**src/common/card_status_map.vh**
```
`ifndef CARD_STATUS_MAP_VH
`define CARD_STATUS_MAP_VH

// Width of the card status word
`define CSW_WIDTH 32
// Bit positions of the individual flags
`define CSW_BIT_RANGE 31
`define CSW_BIT_MISALIGN 30
`define CSW_BIT_BLK_SIZE 29
`define CSW_BIT_ERASE_ORDER 28
`define CSW_BIT_ERASE_SELECT 27
`define CSW_BIT_PROTECT 26
`define CSW_BIT_LOCKED 25
`define CSW_BIT_LOCK_OP 24
`define CSW_BIT_CMD_CRC 23
`define CSW_BIT_BAD_CMD 22
`define CSW_BIT_ECC_FAIL 21
`define CSW_BIT_CTRL_FAULT 20
`define CSW_BIT_GENERAL 19
`define CSW_BIT_UNDERRUN 18
`define CSW_BIT_OVERRUN 17
`define CSW_BIT_IDENT_REWRITE 16
`define CSW_BIT_PARTIAL_ERASE 15
`define CSW_BIT_ECC_BYPASS 14
`define CSW_BIT_ERASE_ABORT 13
`define CSW_STATE_MSB 12
`define CSW_STATE_LSB 9
`define CSW_BIT_BUF_EMPTY 8
`define CSW_BIT_VENDOR_EXT 5
`define CSW_AUX_MSB 3
`define CSW_AUX_LSB 0
// Clear classes: B clears one valid command later, C clears on read
`define CSW_CLASS_B_MASK 32'h00C00000
`define CSW_CLASS_C_MASK 32'hFD3FA020
// Reserved bits that always read zero
`define CSW_RSVD_HI_MSB 7
`define CSW_RSVD_HI_LSB 6
`define CSW_RSVD_MID 4
// Reset value of the status word and of the sticky flags
`define CSW_RESET 32'h00000000
// Card state codes, 9 to 15 reserved
`define CSW_ST_IDLE 4'h0
`define CSW_ST_READY 4'h1
`define CSW_ST_IDENT 4'h2
`define CSW_ST_STBY 4'h3
`define CSW_ST_TRAN 4'h4
`define CSW_ST_DATA 4'h5
`define CSW_ST_RCV 4'h6
`define CSW_ST_PRG 4'h7
`define CSW_ST_DIS 4'h8
// Serialiser bit count, MSB first
`define CSW_SHIFT_COUNT 6'h20
`define CSW_COUNT_ONE 6'h01
`define CSW_COUNT_ZERO 6'h00

`endif

```
**src/logic/card_status_word_logic.v**
```verilog
// Overview of operation
// - Argument out of permitted range sets bit 31; cleared by a read.
// - Address not aligned to block length sets bit 30, also during execution.
// - Bad block length or byte count mismatch sets bit 29.
// - Erase commands in invalid order set bit 28.
// - Invalid erase selection found during execution sets bit 27.
// - Write to a protected block sets bit 26.
// - Bit 25 follows the actual lock state, never clears on read.
// - Lock/unlock sequence or password error, or locked access, sets bit 24.
// - Failed command checksum sets bit 23; later valid commands clear it.
// - Command illegal in the present state sets bit 22.
// - Error correction applied but failed sets bit 21.
// - Internal controller fault sets bit 20; general error sets bit 19.
// - Stream read underrun sets bit 18; stream write overrun sets bit 17.
// - Identification rewrite, read-only mismatch or protect-bit reversal sets bit 16.
// - Erase skipped protected blocks, only partial: sets bit 15.
// - Command without error correction sets bit 14; follows card state.
// - Pending erase discarded by an out-of-sequence command sets bit 13.
// - Bits 12 to 9 carry the card state code, 0 to 8.
// - Bit 8 mirrors the receive-buffer-empty condition, 1 meaning empty.
// - Bit 5 set when an application command is expected or interpreted.
// - The 32-bit word goes out inside the response, MSB first.
// - Class B clears one valid command later, C on read, A follows state.
`timescale 1ns/1ps
`default_nettype none
`include "card_status_map.vh"

module card_status_word_logic (
    input wire clk_i,
    input wire rst_i,
    // Host bus clock, sampled here and edge-detected
    input wire link_clk_i,
    // One-cycle error and status events from the card controller
    input wire range_evt_i,
    input wire misalign_evt_i,
    input wire blk_size_evt_i,
    input wire erase_order_evt_i,
    input wire erase_select_evt_i,
    input wire protect_evt_i,
    input wire lock_op_evt_i,
    input wire crc_fail_evt_i,
    input wire bad_cmd_evt_i,
    input wire ecc_fail_evt_i,
    input wire ctrl_fault_evt_i,
    input wire general_fault_evt_i,
    input wire underrun_evt_i,
    input wire overrun_evt_i,
    input wire ident_rewrite_evt_i,
    input wire ro_section_mismatch_evt_i,
    input wire protect_bit_reverse_evt_i,
    input wire partial_erase_evt_i,
    input wire erase_abort_evt_i,
    input wire vendor_ext_cmd_evt_i,
    // Card-state levels
    input wire locked_indicator_i,
    input wire ecc_bypass_i,
    input wire [3:0] card_state_i,
    input wire rx_buf_empty_i,
    input wire [3:0] aux_bits_i,
    // Command framing events
    input wire cmd_valid_i,
    input wire status_read_i,
    // Outputs
    output reg [31:0] status_o,
    output reg resp_bit_o,
    output reg resp_active_o,
    output reg resp_done_o
);

    // Sticky class B and C flags
    reg [31:0] sticky_q;
    reg [31:0] sticky_d;
    // Class B flags already reported in a response
    reg [31:0] b_seen_q;
    reg [31:0] b_seen_d;
    // Event vector lined up with the status bits
    reg [31:0] set_w;
    // Clear vectors, per class and combined
    reg [31:0] clr_b_w;
    reg [31:0] clr_c_w;
    wire [31:0] clr_w;
    // Per-class views of the sticky storage
    wire [31:0] class_b_w;
    wire [31:0] class_c_w;
    // Composed status word
    reg [31:0] status_w;
    // Serialiser states; the shift state is the frame in flight
    localparam [1:0] SER_IDLE = 2'b00;
    localparam [1:0] SER_SHIFT = 2'b01;
    // Serialiser state, shifter and next values
    reg [1:0] ser_state_q;
    reg [1:0] ser_state_d;
    reg [31:0] shift_q;
    reg [31:0] shift_d;
    reg [5:0] count_q;
    reg [5:0] count_d;
    reg resp_bit_d;
    reg resp_active_d;
    reg resp_done_d;
    // Host clock edge detection
    reg link_prev_q;
    wire link_sync;
    wire link_rise;
    wire load_go;

    // Host clock arrives from outside the domain
    level_sync #(
        .WIDTH(1)
    ) u_link_sync (
        .clk_i(clk_i),
        .rst_i(rst_i),
        .async_i(link_clk_i),
        .sync_o(link_sync)
    );

    // Rising edge of the sampled host clock
    always @(posedge clk_i) begin
        if (rst_i) begin
            link_prev_q <= 1'b0;
        end else begin
            link_prev_q <= link_sync;
        end
    end

    // Idle level is low on both sides, so no false edge after reset
    assign link_rise = link_sync & ~link_prev_q;

    // A read that arrives mid-shift is refused, so it must not clear flags
    assign load_go = status_read_i & ~resp_active_o;

    // Map each event onto its flag position
    always @* begin
        set_w = `CSW_RESET;
        // Argument, address and length faults
        set_w[`CSW_BIT_RANGE] = range_evt_i;
        set_w[`CSW_BIT_MISALIGN] = misalign_evt_i;
        set_w[`CSW_BIT_BLK_SIZE] = blk_size_evt_i;
        // Erase, protection and lock faults
        set_w[`CSW_BIT_ERASE_ORDER] = erase_order_evt_i;
        set_w[`CSW_BIT_ERASE_SELECT] = erase_select_evt_i;
        set_w[`CSW_BIT_PROTECT] = protect_evt_i;
        set_w[`CSW_BIT_LOCK_OP] = lock_op_evt_i;
        // Command faults, cleared one command later
        set_w[`CSW_BIT_CMD_CRC] = crc_fail_evt_i;
        set_w[`CSW_BIT_BAD_CMD] = bad_cmd_evt_i;
        // Controller and transfer faults
        set_w[`CSW_BIT_ECC_FAIL] = ecc_fail_evt_i;
        set_w[`CSW_BIT_CTRL_FAULT] = ctrl_fault_evt_i;
        set_w[`CSW_BIT_GENERAL] = general_fault_evt_i;
        set_w[`CSW_BIT_UNDERRUN] = underrun_evt_i;
        set_w[`CSW_BIT_OVERRUN] = overrun_evt_i;
        // Three distinct causes share one flag
        set_w[`CSW_BIT_IDENT_REWRITE] = ident_rewrite_evt_i | ro_section_mismatch_evt_i
            | protect_bit_reverse_evt_i;
        // Erase and command status events
        set_w[`CSW_BIT_PARTIAL_ERASE] = partial_erase_evt_i;
        set_w[`CSW_BIT_ERASE_ABORT] = erase_abort_evt_i;
        set_w[`CSW_BIT_VENDOR_EXT] = vendor_ext_cmd_evt_i;
    end

    // Class C clears on an accepted read only
    always @* begin
        clr_c_w = `CSW_RESET;
        if (load_go) begin
            clr_c_w = `CSW_CLASS_C_MASK;
        end
    end

    // Class B clears on a valid command once the flag has been reported
    always @* begin
        clr_b_w = `CSW_RESET;
        if (cmd_valid_i) begin
            clr_b_w = b_seen_q;
        end
    end

    // Either class may clear in the same cycle
    assign clr_w = clr_b_w | clr_c_w;

    // Set wins over clear in the same cycle
    always @* begin
        sticky_d = ((sticky_q & ~clr_w) | set_w) & (`CSW_CLASS_B_MASK | `CSW_CLASS_C_MASK);
    end

    // Per-class views of the stored flags
    assign class_b_w = sticky_q & `CSW_CLASS_B_MASK;
    assign class_c_w = sticky_q & `CSW_CLASS_C_MASK;

    // Class B flags are marked once they have gone out in a response
    always @* begin
        b_seen_d = b_seen_q;
        if (cmd_valid_i) begin
            b_seen_d = `CSW_RESET;
        end
        if (load_go) begin
            b_seen_d = b_seen_d | class_b_w;
        end
        // A fresh set must survive its own first report cycle
        b_seen_d = b_seen_d & ~set_w;
    end

    // Sticky flag storage
    always @(posedge clk_i) begin
        if (rst_i) begin
            sticky_q <= `CSW_RESET;
            b_seen_q <= `CSW_RESET;
        end else begin
            sticky_q <= sticky_d;
            b_seen_q <= b_seen_d;
        end
    end

    // Compose the word; class A fields follow live card state
    always @* begin
        status_w = class_b_w | class_c_w;
        status_w[`CSW_BIT_LOCKED] = locked_indicator_i;
        status_w[`CSW_BIT_ECC_BYPASS] = ecc_bypass_i;
        status_w[`CSW_STATE_MSB:`CSW_STATE_LSB] = card_state_i;
        status_w[`CSW_BIT_BUF_EMPTY] = rx_buf_empty_i;
        // Reserved bits held low whatever the storage holds
        status_w[`CSW_RSVD_HI_MSB:`CSW_RSVD_HI_LSB] = 2'h0;
        status_w[`CSW_RSVD_MID] = 1'b0;
        // Application and test bits pass through, tied low when unused
        status_w[`CSW_AUX_MSB:`CSW_AUX_LSB] = aux_bits_i;
    end

    // Registered copy for local inspection
    always @(posedge clk_i) begin
        if (rst_i) begin
            status_o <= `CSW_RESET;
        end else begin
            status_o <= status_w;
        end
    end

    // Serialise the snapshot MSB first, one bit per host clock rise
    always @* begin
        ser_state_d = ser_state_q;
        shift_d = shift_q;
        count_d = count_q;
        resp_bit_d = resp_bit_o;
        resp_active_d = resp_active_o;
        resp_done_d = 1'b0;
        case (ser_state_q)
            SER_IDLE: begin
                if (load_go) begin
                    // Snapshot taken before this edge's class C clear lands
                    shift_d = status_w;
                    count_d = `CSW_SHIFT_COUNT;
                    resp_bit_d = status_w[`CSW_WIDTH-1];
                    resp_active_d = 1'b1;
                    ser_state_d = SER_SHIFT;
                end
            end
            SER_SHIFT: begin
                // Each bit holds until the next sampled host clock rise
                if (link_rise) begin
                    shift_d = {shift_q[`CSW_WIDTH-2:0], 1'b0};
                    count_d = count_q - `CSW_COUNT_ONE;
                    resp_bit_d = shift_q[`CSW_WIDTH-2];
                    if (count_q == `CSW_COUNT_ONE) begin
                        // Last bit has had its full host clock period
                        resp_active_d = 1'b0;
                        resp_done_d = 1'b1;
                        resp_bit_d = 1'b0;
                        ser_state_d = SER_IDLE;
                    end
                end
            end
            default: begin
                // Unused code: back to idle with the line low
                count_d = `CSW_COUNT_ZERO;
                resp_active_d = 1'b0;
                resp_bit_d = 1'b0;
                ser_state_d = SER_IDLE;
            end
        endcase
    end

    // Serialiser registers
    always @(posedge clk_i) begin
        if (rst_i) begin
            ser_state_q <= SER_IDLE;
            shift_q <= `CSW_RESET;
            count_q <= `CSW_COUNT_ZERO;
            resp_bit_o <= 1'b0;
            resp_active_o <= 1'b0;
            resp_done_o <= 1'b0;
        end else begin
            ser_state_q <= ser_state_d;
            shift_q <= shift_d;
            count_q <= count_d;
            resp_bit_o <= resp_bit_d;
            resp_active_o <= resp_active_d;
            resp_done_o <= resp_done_d;
        end
    end

    // Execution-time flags wait in sticky storage for the next poll

endmodule // card_status_word_logic

`default_nettype wire

```
**src/logic/level_sync.v**
```verilog
`timescale 1ns/1ps
`default_nettype none

// Two-stage synchroniser for levels from a foreign domain
module level_sync #(
    parameter WIDTH = 1
) (
    input wire clk_i,
    input wire rst_i,
    input wire [WIDTH-1:0] async_i,
    output wire [WIDTH-1:0] sync_o
);

    reg [WIDTH-1:0] meta_q;
    reg [WIDTH-1:0] sync_q;

    // First stage feeds only the second stage
    always @(posedge clk_i) begin
        if (rst_i) begin
            meta_q <= {WIDTH{1'b0}};
            sync_q <= {WIDTH{1'b0}};
        end else begin
            meta_q <= async_i;
            sync_q <= meta_q;
        end
    end

    assign sync_o = sync_q;

endmodule // level_sync

`default_nettype wire

```
**config.mk**
```make
export PLATFORM = sky130hd
export DESIGN_NAME = card_status_word_logic
export DESIGN_NICKNAME = d
export VERILOG_FILES = /design/src/logic/card_status_word_logic.v /design/src/logic/level_sync.v
export VERILOG_INCLUDE_DIRS = /design/src /design/src/common
export SDC_FILE = /design/constraint.sdc
export NUM_CORES = 1
export LEC_CHECK = 0
export ABC_AREA = 0
export CAP_MARGIN = 20
export CORE_MARGIN = 5
export CORE_UTILIZATION = 44
export CTS_CLUSTER_SIZE = 25
export DETAILED_ROUTE_END_ITERATION = 8
export DONT_BUFFER_PORTS = 1
export PLACE_DENSITY = 0.7
export SLEW_MARGIN = 30
export SYNTH_ARGS = -nofsm -noshare
export SYNTH_HDL_FRONTEND = slang
export SYNTH_SLANG_ARGS = --single-unit
```
**constraint.sdc**
```tcl
create_clock -name clk_i -period 1.7 [get_ports clk_i]
set_input_delay 0.34 -clock clk_i [delete_from_list [all_inputs] [get_ports clk_i]]
set_output_delay 0.34 -clock clk_i [all_outputs]
set_load 0.005 [all_outputs]
```
# Word level (Yosys, flattened, before mapping)
# Cells that the tools add are included.
dict set report word_totals {
  reg_bits 141
  in_bits 36
  output_inout_bits 35
  wordCells 65
}
dict set report op_classes {
  add_sub_neg 1
  eq_ne 5
  mux 23
  bitwise_logic 16
  reduce_logical 6
}
# op n
set op_table {}
lappend op_table {{32-bit 2-to-1 mux} 4}
lappend op_table {{32-bit bitwise AND} 2}
lappend op_table {{32-bit NOT} 2}
lappend op_table {{32-bit bitwise OR} 2}
lappend op_table {{31-bit 2-to-1 mux} 2}
lappend op_table {{31-bit one-hot mux with 2 select lines} 1}
lappend op_table {{24-bit by 32-bit bitwise OR with 32-bit output} 1}
lappend op_table {{32-bit by 24-bit bitwise OR with 32-bit output} 1}
lappend op_table {{6-bit 2-to-1 mux} 2}
lappend op_table {{6-bit one-hot mux with 2 select lines} 1}
lappend op_table {{1-bit 2-to-1 mux} 7}
lappend op_table {{6-bit by 1-bit equality test with 1-bit output (second input constant)} 1}
lappend op_table {{2-bit 2-to-1 mux} 3}
lappend op_table {{2-bit != test (second input constant)} 3}
lappend op_table {{3-bit AND reduction} 2}
lappend op_table {{6-bit by 1-bit subtractor with 6-bit output (second input constant)} 1}
lappend op_table {{1-bit NOT} 4}
lappend op_table {{1-bit one-hot mux with 2 select lines} 2}
lappend op_table {{2-bit one-hot mux with 2 select lines} 1}
lappend op_table {{3-bit OR reduction} 1}
lappend op_table {{1-bit bitwise AND} 2}
lappend op_table {{2-bit by 1-bit equality test with 1-bit output (second input constant)} 1}
lappend op_table {{2-bit logical NOT} 1}
lappend op_table {{1-bit bitwise OR} 2}
lappend op_table {{other kinds (2)} 2}

# Depth between registers and ports, before layout
# Gate-level depths: netlist (run 1).
dict set report depth {
  depth_word 7
  mapped_depth 8
  depth_no_buf 6
}

# Modules after synthesis
# From an unflattened synthesis (run 1), not the netlist that was laid out.
dict set report unflattened {
  cells_unflattened 385
  area_unflattened_um2 3872.5
}
# module n_inst cells_each area_per_inst_um2
set modules_own_cells {}
lappend modules_own_cells {card_status_word_logic 1 381 3819.9}
lappend modules_own_cells {level_sync 1 4 52.6}

# Worst setup path after synthesis (run 1)
# Ideal clock, no wire load.
dict set report synth_path {
  path_type {register to register}
  startpoint {reg resp_active_o}
  endpoint {reg shift_q[27]}
  setup_ns 0.146
  arrival_ns 1.223
  required_ns 1.554
  path_slack_ns 0.331
  path_stages_with_launch 8
  period_less_slack_ns 1.369
  path_cell_list {dfxtp_1 buf_2 nand2b_4 buf_6 nand2_2 buf_6 buf_2 a211oi_2}
}
dict set report synth_between {
  elab_chain_len 4
}
# element line
set synth_lines {}
lappend synth_lines {{start: declaration} card_status_word_logic.v:66} ;# output reg resp_active_o,
lappend synth_lines {{start signal: assignment} card_status_word_logic.v:294} ;# resp_active_o <= resp_active_d;
lappend synth_lines {{1-bit NOT} card_status_word_logic.v:129} ;# assign load_go = status_read_i & ~resp_active_o;
lappend synth_lines {{1-bit bitwise AND} card_status_word_logic.v:129}
lappend synth_lines {{2-bit != test (no line)} -}
lappend synth_lines {{3-bit AND reduction (no line)} -}
lappend synth_lines {{end signal: assignment} card_status_word_logic.v:284} ;# shift_q <= `CSW_RESET;
lappend synth_lines {{end signal: assignment} card_status_word_logic.v:291} ;# shift_q <= shift_d;
lappend synth_lines {{end: declaration} card_status_word_logic.v:93} ;# reg [31:0] shift_q;
# Every way passes these cells.
# A chain may end at the register's enable or synchronous reset.

# Worst setup path after layout (run 1)
dict set report layout_path {
  startpoint {reg link_prev_q}
  endpoint {reg shift_q[13]}
}
dict set report layout_between {
  elab_chain_len 4
}
# element line
set layout_lines {}
lappend layout_lines {{start: declaration} card_status_word_logic.v:101} ;# reg link_prev_q;
lappend layout_lines {{start signal: assignment} card_status_word_logic.v:121} ;# link_prev_q <= link_sync;
lappend layout_lines {{1-bit NOT} card_status_word_logic.v:126} ;# assign link_rise = link_sync & ~link_prev_q;
lappend layout_lines {{1-bit bitwise AND} card_status_word_logic.v:126}
lappend layout_lines {{2-bit != test (no line)} -}
lappend layout_lines {{3-bit AND reduction (no line)} -}
# Every way passes these cells.

==> out/metrics.cfg, run 1 <==
[clock_network]
cts_num_sinks=108
h-tree-depth=3
clockBufferDepth=2
clock_latency_ns=0.37
tritoncts=yes
clk_transition_reported_paths_ns=0.10
clock_tree.root_cell=sky130_fd_sc_hd__clkbuf_8
cts_buffers=9

[grt]
antenna_found_initial=0
grtUsageMet3_pct=5.179
grt_util_met1_pct=17.24
grt_max_degree=93
first_global_vias=2525
grt_use_total_pct=13.91
grt_pass1_wl_um=12300
globalRoute.busiestLayer=met2
grt.overflow.total=0
met2_usage_pct=21.76

[timing]
report.final.hold_viol_count=0
final_worst_hold_slack_ns=0.01896
report.final.setup_viol=0
worst_clock_skew_ns=0.01109
finalCritPeriodShare_pct=89.45
grt_setup_unrepaired=false
setup_total_negative_slack_ns=0
final-max-slew-violation-count=0
timing.final.crit_period_ns=1.521
max_freq_mhz=657.6

[logic_synthesis]
async_flop_share_pct=0
synthCells=380
synth.avg_cell_area_um2=10.40
seq_total_area_yosys_pct=54.68
synth.top_cells.by_area=sky130_fd_sc_hd__dfxtp_1 (55%), sky130_fd_sc_hd__mux2i_1 (6.8%), sky130_fd_sc_hd__a211oi_2 (5.7%), sky130_fd_sc_hd__nor2_1 (5.3%), sky130_fd_sc_hd__nor2b_1 (5.2%)
synth-edff-count=0
synth_unique_cells=37
synth.yosys.warnings=0
post-synth-top-area-fraction_pct=54.68
synth_largest_area_cell=sky130_fd_sc_hd__dfxtp_1
netlist_area_mm2=0.003954
synth_register_bits=108
synth_flop_cell=sky130_fd_sc_hd__dfxtp_1

[final_layout]
area.growth.synth_to_final_pct=7.310
seq_area_mm2=0.002163
multiInputGateArea_mm2=0.001622
finalNetCount=414
num_antenna_cells=0
final_cell_mix=sky130_fd_sc_hd__dfxtp_1 (107), sky130_fd_sc_hd__nor2_1 (56), sky130_fd_sc_hd__a21oi_1 (39)
layoutNonFillerInstCount=489
layout.cells.most_common=sky130_fd_sc_hd__dfxtp_1
fillers=803
drive_above_1_share_pct=13.12

[route]
drt-pass1-iter-count=4
drc_errors=0
avgRoutedWirePerCell_um=15.73
route.detailed.vias_per_inst=5.233
drt_iter0_markers=140
number_of_nets_still_failing_antenna_checks_after_routing=0
wirelength_routed_um=7690
vias=2559

[worst_setup_path]
worstSetupEndpointType=flop
worstPathRequired_ns=1.98
worstPathMaxFanout=22
timing.rr.start=link_prev_q
path_cells=nand3b_2 -> nand2_2 -> buf_4 -> nor2_1 -> a211oi_1
cp_num_buf_inv=1
critical-path-slowest-cell=sky130_fd_sc_hd__nand3b_2
cp_data_arrival_time_ns=1.81
path_class=flop to flop
critPathTopFamily=simple AND/OR/NAND/NOR gates
worst_setup_path_startpoint=link_prev_q
timing.critical_path.from_type=flop
cp_slowest_stage_delay_ns=0.36

[die]
core_mm2=0.008721
die_width_um=104.8
i_o_pin_total=71
placementRows=34
die_y_um=104.8
design.die.area_mm2=0.01098
initial_core_utilization_pct=45.34

[hold_path]
hold_path_startpoint=bad_cmd_evt_i
hp-class=input port to flop

[placed_design]
place_hpwl_um=5021
io_buffer_count=0
numPlacedInstances=466
gp_routability_congestion=0.7529

[power]
power.internal_mw=3.450
vdd_drop_max_mv=0.4746
sw_frac_of_total_pct=24.99
total_switching_power_mw=1.149
sequentialPowerShare_pct=60.0
clock_network_fraction_of_total_power_pct=31.0
total_leakage_power_nw=1.558
p_per_area_mw_per_mm2=1084
combPwrFrac_pct=9.0

[flow_run]
drv_cap=0

[outcome]
run_status=finished clean

## layer usage
layer	share of wire (%)	routed length [µm]
met1	44	3369
met2	48	3696
met3	6.4	492
met4	1.7	131
met5	0	0
## sequential cells by signal, indices dropped and copies added, names as in the netlist
signal and cells:
u_link_sync.meta_q 1, link_prev_q 1, count_q 6, resp_done_o 1, shift_q 31, u_link_sync.sync_o 1
sticky_q 18, status_o 29, resp_active_o 1, b_seen_q 18, resp_bit_o 1
## what timing repair did
item	in CTS	in global routing
hold endpoints to repair	0	7
buffers inserted	0	0
resized for setup	0	0
hold buffers	0	7
setup endpoints to repair	0	0
## layout make-up
| type | count | share of cell area [%] |
|---|---|---|
| inverters | 3 | 0.2654 |
| multi-input cells | 240 | 38.22 |
| clock inverters | 5 | 0.8257 |
| repair buffers | 14 | 3.185 |
| flip-flops and latches | 108 | 50.99 |
| clock buffers | 11 | 3.332 |
| well taps | 108 | 3.185 |
## worst paths after layout
kind | end | slack [ns] | cells past startpoint
setup reg to reg | shift_q[13] | 0.18 | 5
hold reg to reg | u_link_sync.sync_o | 0.46 | 1
setup / recovery | shift_q[13] | 0.18 | 5
hold / removal | b_seen_q[22] | 0.02 | 1
## power by group through the flow
stage,Sequential [mW],Clock [mW],Combinational [mW]
floorplan,2.79,0,0.394
global placement,2.82,0,0.382
detailed placement,2.82,0,0.400
CTS,2.76,1.48,0.401
global route,2.78,1.59,0.463
finish,2.76,1.43,0.413
## worst reg2reg max path: stages (launching register included)
cell	delay, ns
sky130_fd_sc_hd__dfxtp_1	0.32
sky130_fd_sc_hd__nand3b_2	0.36
sky130_fd_sc_hd__nand2_2	0.20
sky130_fd_sc_hd__buf_4	0.27
sky130_fd_sc_hd__nor2_1	0.08
sky130_fd_sc_hd__a211oi_1	0.22
## per-stage QoR
step	cell area [µm²]	util, %	setup slack [ns]	power [mW]
after floorplan	3961	-	0.3306	3.183
after global placement	3996	45.82	0.2590	3.197
after detailed placement	3996	45.82	0.1888	3.220
after CTS	4173	47.85	0.1331	4.645
after global routing	4243	48.65	0.007344	4.826
final	4243	48.65	0.1793	4.599
## Yosys cell counts (all sizes together) (3+ instances only)
cell / n
a211oi: 27
a21oi: 39
a22oi: 3
buf: 22
clkbuf: 9
dfxtp: 108
inv: 3
mux2i: 27
nand2: 7
nand3: 5
nor2: 56
nor2b: 33
nor3: 6
nor3b: 15
## cells by family after synthesis
logic type	share of synthesized area, %
mux	6.835
xor+xnor	0.6647
buf+inv	4.557
compound gates	15.10
other cells	0.09485
fa+ha+maj	0.6328
simple gates	17.44
flops	54.68
(Power assumes the default switching activity.)
==> run 2: changes to the inputs <==
CORE_ASPECT_RATIO = 1.2   (was default)
CTS_BUF_LIST = sky130_fd_sc_hd__clkbuf_2 sky130_fd_sc_hd__clkbuf_4 sky130_fd_sc_hd__clkbuf_8   (was default)
==> out/metrics.cfg, run 2 (same netlist as run 1, synthesis figures left out) <==
[outcome]
run_status=finished clean

[final_layout]
layout_top_registers=shift_q (31), status_o (29)
drive_above_1_share_pct=13.37  ; +0.24 points
stdcell_area_mm2=0.004375  ; +3.1%
area.growth.synth_to_final_pct=10.66
finish.utilization_pct=49.21  ; +0.56 points
flip_flop_count_of_the_largest_register_after_layout=31  ; unchanged
finalNetCount=422  ; +1.9%
num_antenna_cells=0  ; unchanged
largest-register=shift_q
seq_area_mm2=0.002163  ; unchanged
multiInputGateArea_mm2=0.001622  ; unchanged
layout.cells.most_common=sky130_fd_sc_hd__dfxtp_1
final_cell_mix=sky130_fd_sc_hd__dfxtp_1 (107), sky130_fd_sc_hd__nor2_1 (56), sky130_fd_sc_hd__a21oi_1 (39)
fillers=846  ; +5.4%
layoutNonFillerInstCount=509  ; +4.1%

[timing]
worst_clock_skew_ns=0.007883  ; -0.003208 ns
max_freq_mhz=664.5  ; +1.0%
max_slew_headroom_pct=51.19
timing.final.crit_period_ns=1.505  ; -0.01577 ns
report.final.setup_viol=0  ; unchanged
final-max-slew-violation-count=0  ; unchanged
setup_total_negative_slack_ns=0  ; unchanged
finalCritPeriodShare_pct=88.53  ; -0.93 points
postLayoutSetupSlackWorst_ns=0.1950  ; +0.01577 ns
worst-slew-pin-transition_ns=0.7297
report.final.hold_viol_count=0  ; unchanged
grt_setup_unrepaired=false

[worst_setup_path]
timing.rr.start=link_prev_q
path_cells=nand3b_2 -> nand2_2 -> buf_12 -> nor2_1 -> a211oi_2
timing.critical_path.from_type=flop
r2r_setup_slack_ns=0.20  ; +0.02 ns
worstPathRequired_ns=2.01  ; +0.03 ns
r2r-end=shift_q[2]
worst_r2r_path_depth=5  ; unchanged
worstPathMaxFanout=24  ; +9.1%
cp_data_arrival_time_ns=1.81  ; about the same
critical-path-slowest-cell=sky130_fd_sc_hd__nand2_2
cp_slowest_stage_delay_ns=0.34  ; -0.02 ns
path_class=flop to flop
worstSetupEndpointType=flop

[route]
vias=2610  ; +2.0%
route.detailed.vias_per_inst=5.128  ; -2.0%
avgRoutedWirePerCell_um=15.81  ; +0.52%
drc_errors=0  ; unchanged
wirelength_routed_um=8046  ; +4.6%
drt_iter0_markers=107  ; -24%
drt-pass1-iter-count=4  ; unchanged
number_of_nets_still_failing_antenna_checks_after_routing=0  ; unchanged

[placed_design]
placement.setup.worst_slack_ns=0.2228  ; +0.03394 ns
place_hpwl_um=5007  ; -0.28%
gp_routability_congestion=0.7972  ; +5.9%
numPlacedInstances=478  ; +2.6%
cell_area_reported_after_detailed_placement_mm2=0.004024  ; +0.69%
io_buffer_count=0  ; unchanged

[hold_path]
hold_path_startpoint=erase_select_evt_i
worst_hold_path_stage_count=1  ; unchanged
min_delay_worst_endpoint=b_seen_q[27]
hp-class=input port to flop

[power]
power.internal_mw=3.588  ; +4.0%
vdd_drop_max_mv=0.4561  ; -3.9%
p_per_area_mw_per_mm2=1100  ; +1.5%
total_switching_power_mw=1.226  ; +6.7%
clock_network_fraction_of_total_power_pct=33.3  ; +2.3 points
total_leakage_power_nw=1.603  ; +2.9%
sw_frac_of_total_pct=25.47  ; +0.48 points
sequentialPowerShare_pct=57.3  ; -2.7 points
combPwrFrac_pct=9.4  ; +0.4 points

[grt]
grt_use_total_pct=15.55  ; +1.6 points
grt_max_degree=51  ; -45%
first_global_vias=2617  ; +3.6%
grt_pass1_wl_um=13020  ; +5.9%
antenna_found_initial=0  ; unchanged
grt.overflow.total=0  ; unchanged

[flow_run]
drv_cap=0  ; unchanged

[clock_network]
clockBufferDepth=2  ; unchanged
post_cts.repair.setup_buffers=0  ; unchanged
tritoncts=yes
cts_num_sinks=108  ; unchanged
cts_resized=0  ; unchanged
clock_tree.root_cell=sky130_fd_sc_hd__clkbuf_8
h-tree-depth=3  ; unchanged
clock_latency_ns=0.38  ; about the same
cts_buffers=9  ; unchanged
clk_transition_reported_paths_ns=0.10  ; about the same

[die]
design.die.area_mm2=0.01099  ; about the same
initial_core_utilization_pct=44.47  ; -0.87 points
placementRows=38  ; +12%
core_mm2=0.008891  ; +2.0%
die_width_um=96.54  ; -7.9%
i_o_pin_total=71  ; unchanged
die_y_um=113.8  ; +8.6%

## run 2: changes by cell type in the layout (fill, tap and decap cells not counted), sizes merged
| cell | change |
|---|---|
| dlygate4sd3 | +7 |
| clkbuf | -2 |
| clkinvlp | +1 |
| buf | +1 |
| bufinv | +1 |
## run 2: repair_timing
action	CTS	global route
hold buffers	15	0
setup endpoints to repair	0	0
hold endpoints to repair	26	0
## run 2: critical path: cells and delay by family (launching register included)
kind	cells	cell delay, ns
AO/OA/AOI/OAI	1	0.19
AND/OR/NAND/NOR	3	0.69
buffers and inverters	1	0.23
flip-flops	1	0.32
## run 2: how the worst max path moves through the flow
stage / depth (start not counted) / startpoint / endpoint / slack (ns)
after detailed placement: 5 / link_prev_q / count_q[3] / 0.22
after global routing: 5 / link_prev_q / shift_q[14] / 0.07
final: 5 / link_prev_q / shift_q[2] / 0.20
after floorplan: 7 / resp_active_o / shift_q[27] / 0.33
after global placement: 6 / resp_active_o / shift_q[0] / 0.23
after CTS: 5 / link_prev_q / shift_q[14] / 0.19
## run 2: power by group through the flow
stage	clock [mW]	combinational, mW	sequential (mW)
finish	1.60	0.452	2.76
global route	1.78	0.501	2.78
CTS	1.66	0.459	2.76
detailed placement	0	0.403	2.82
global placement	0	0.392	2.82
floorplan	0	0.394	2.79
## run 2: final cells by class
class                           count  share of cell area, %
Inverter                            3                 0.2574
Clock buffer                        9                  2.831
Sequential cell                   108                  49.44
Timing Repair Buffer               22                  5.090
Tap cell                          120                  3.432
Multi-Input combinational cell    240                  37.06
Clock inverter                      7                  1.887
## run 2: through the flow
| step | power (mW) | hold WS, ns |
|---|---|---|
| after floorplan | 3.183 | 0.4124 |
| after global placement | 3.207 | 0.4138 |
| after detailed placement | 3.222 | 0.4167 |
| after CTS | 4.879 | 0.0009083 |
| after global routing | 5.053 | 0.002359 |
| final | 4.814 | 0.02267 |
## run 2: routing by layer
metal / part of all wire, % / track usage [%] / wire length (µm) / vias to the layer above
met1: 44 / 18.61 / 3516 / 1247
met2: 47 / 24.82 / 3802 / 51
met5: 0 / 0 / 0 / -
met4: 2.2 / 7.858 / 174 / 0
met3: 6.9 / 4.947 / 552 / 9
li1: - / - / - / 1303
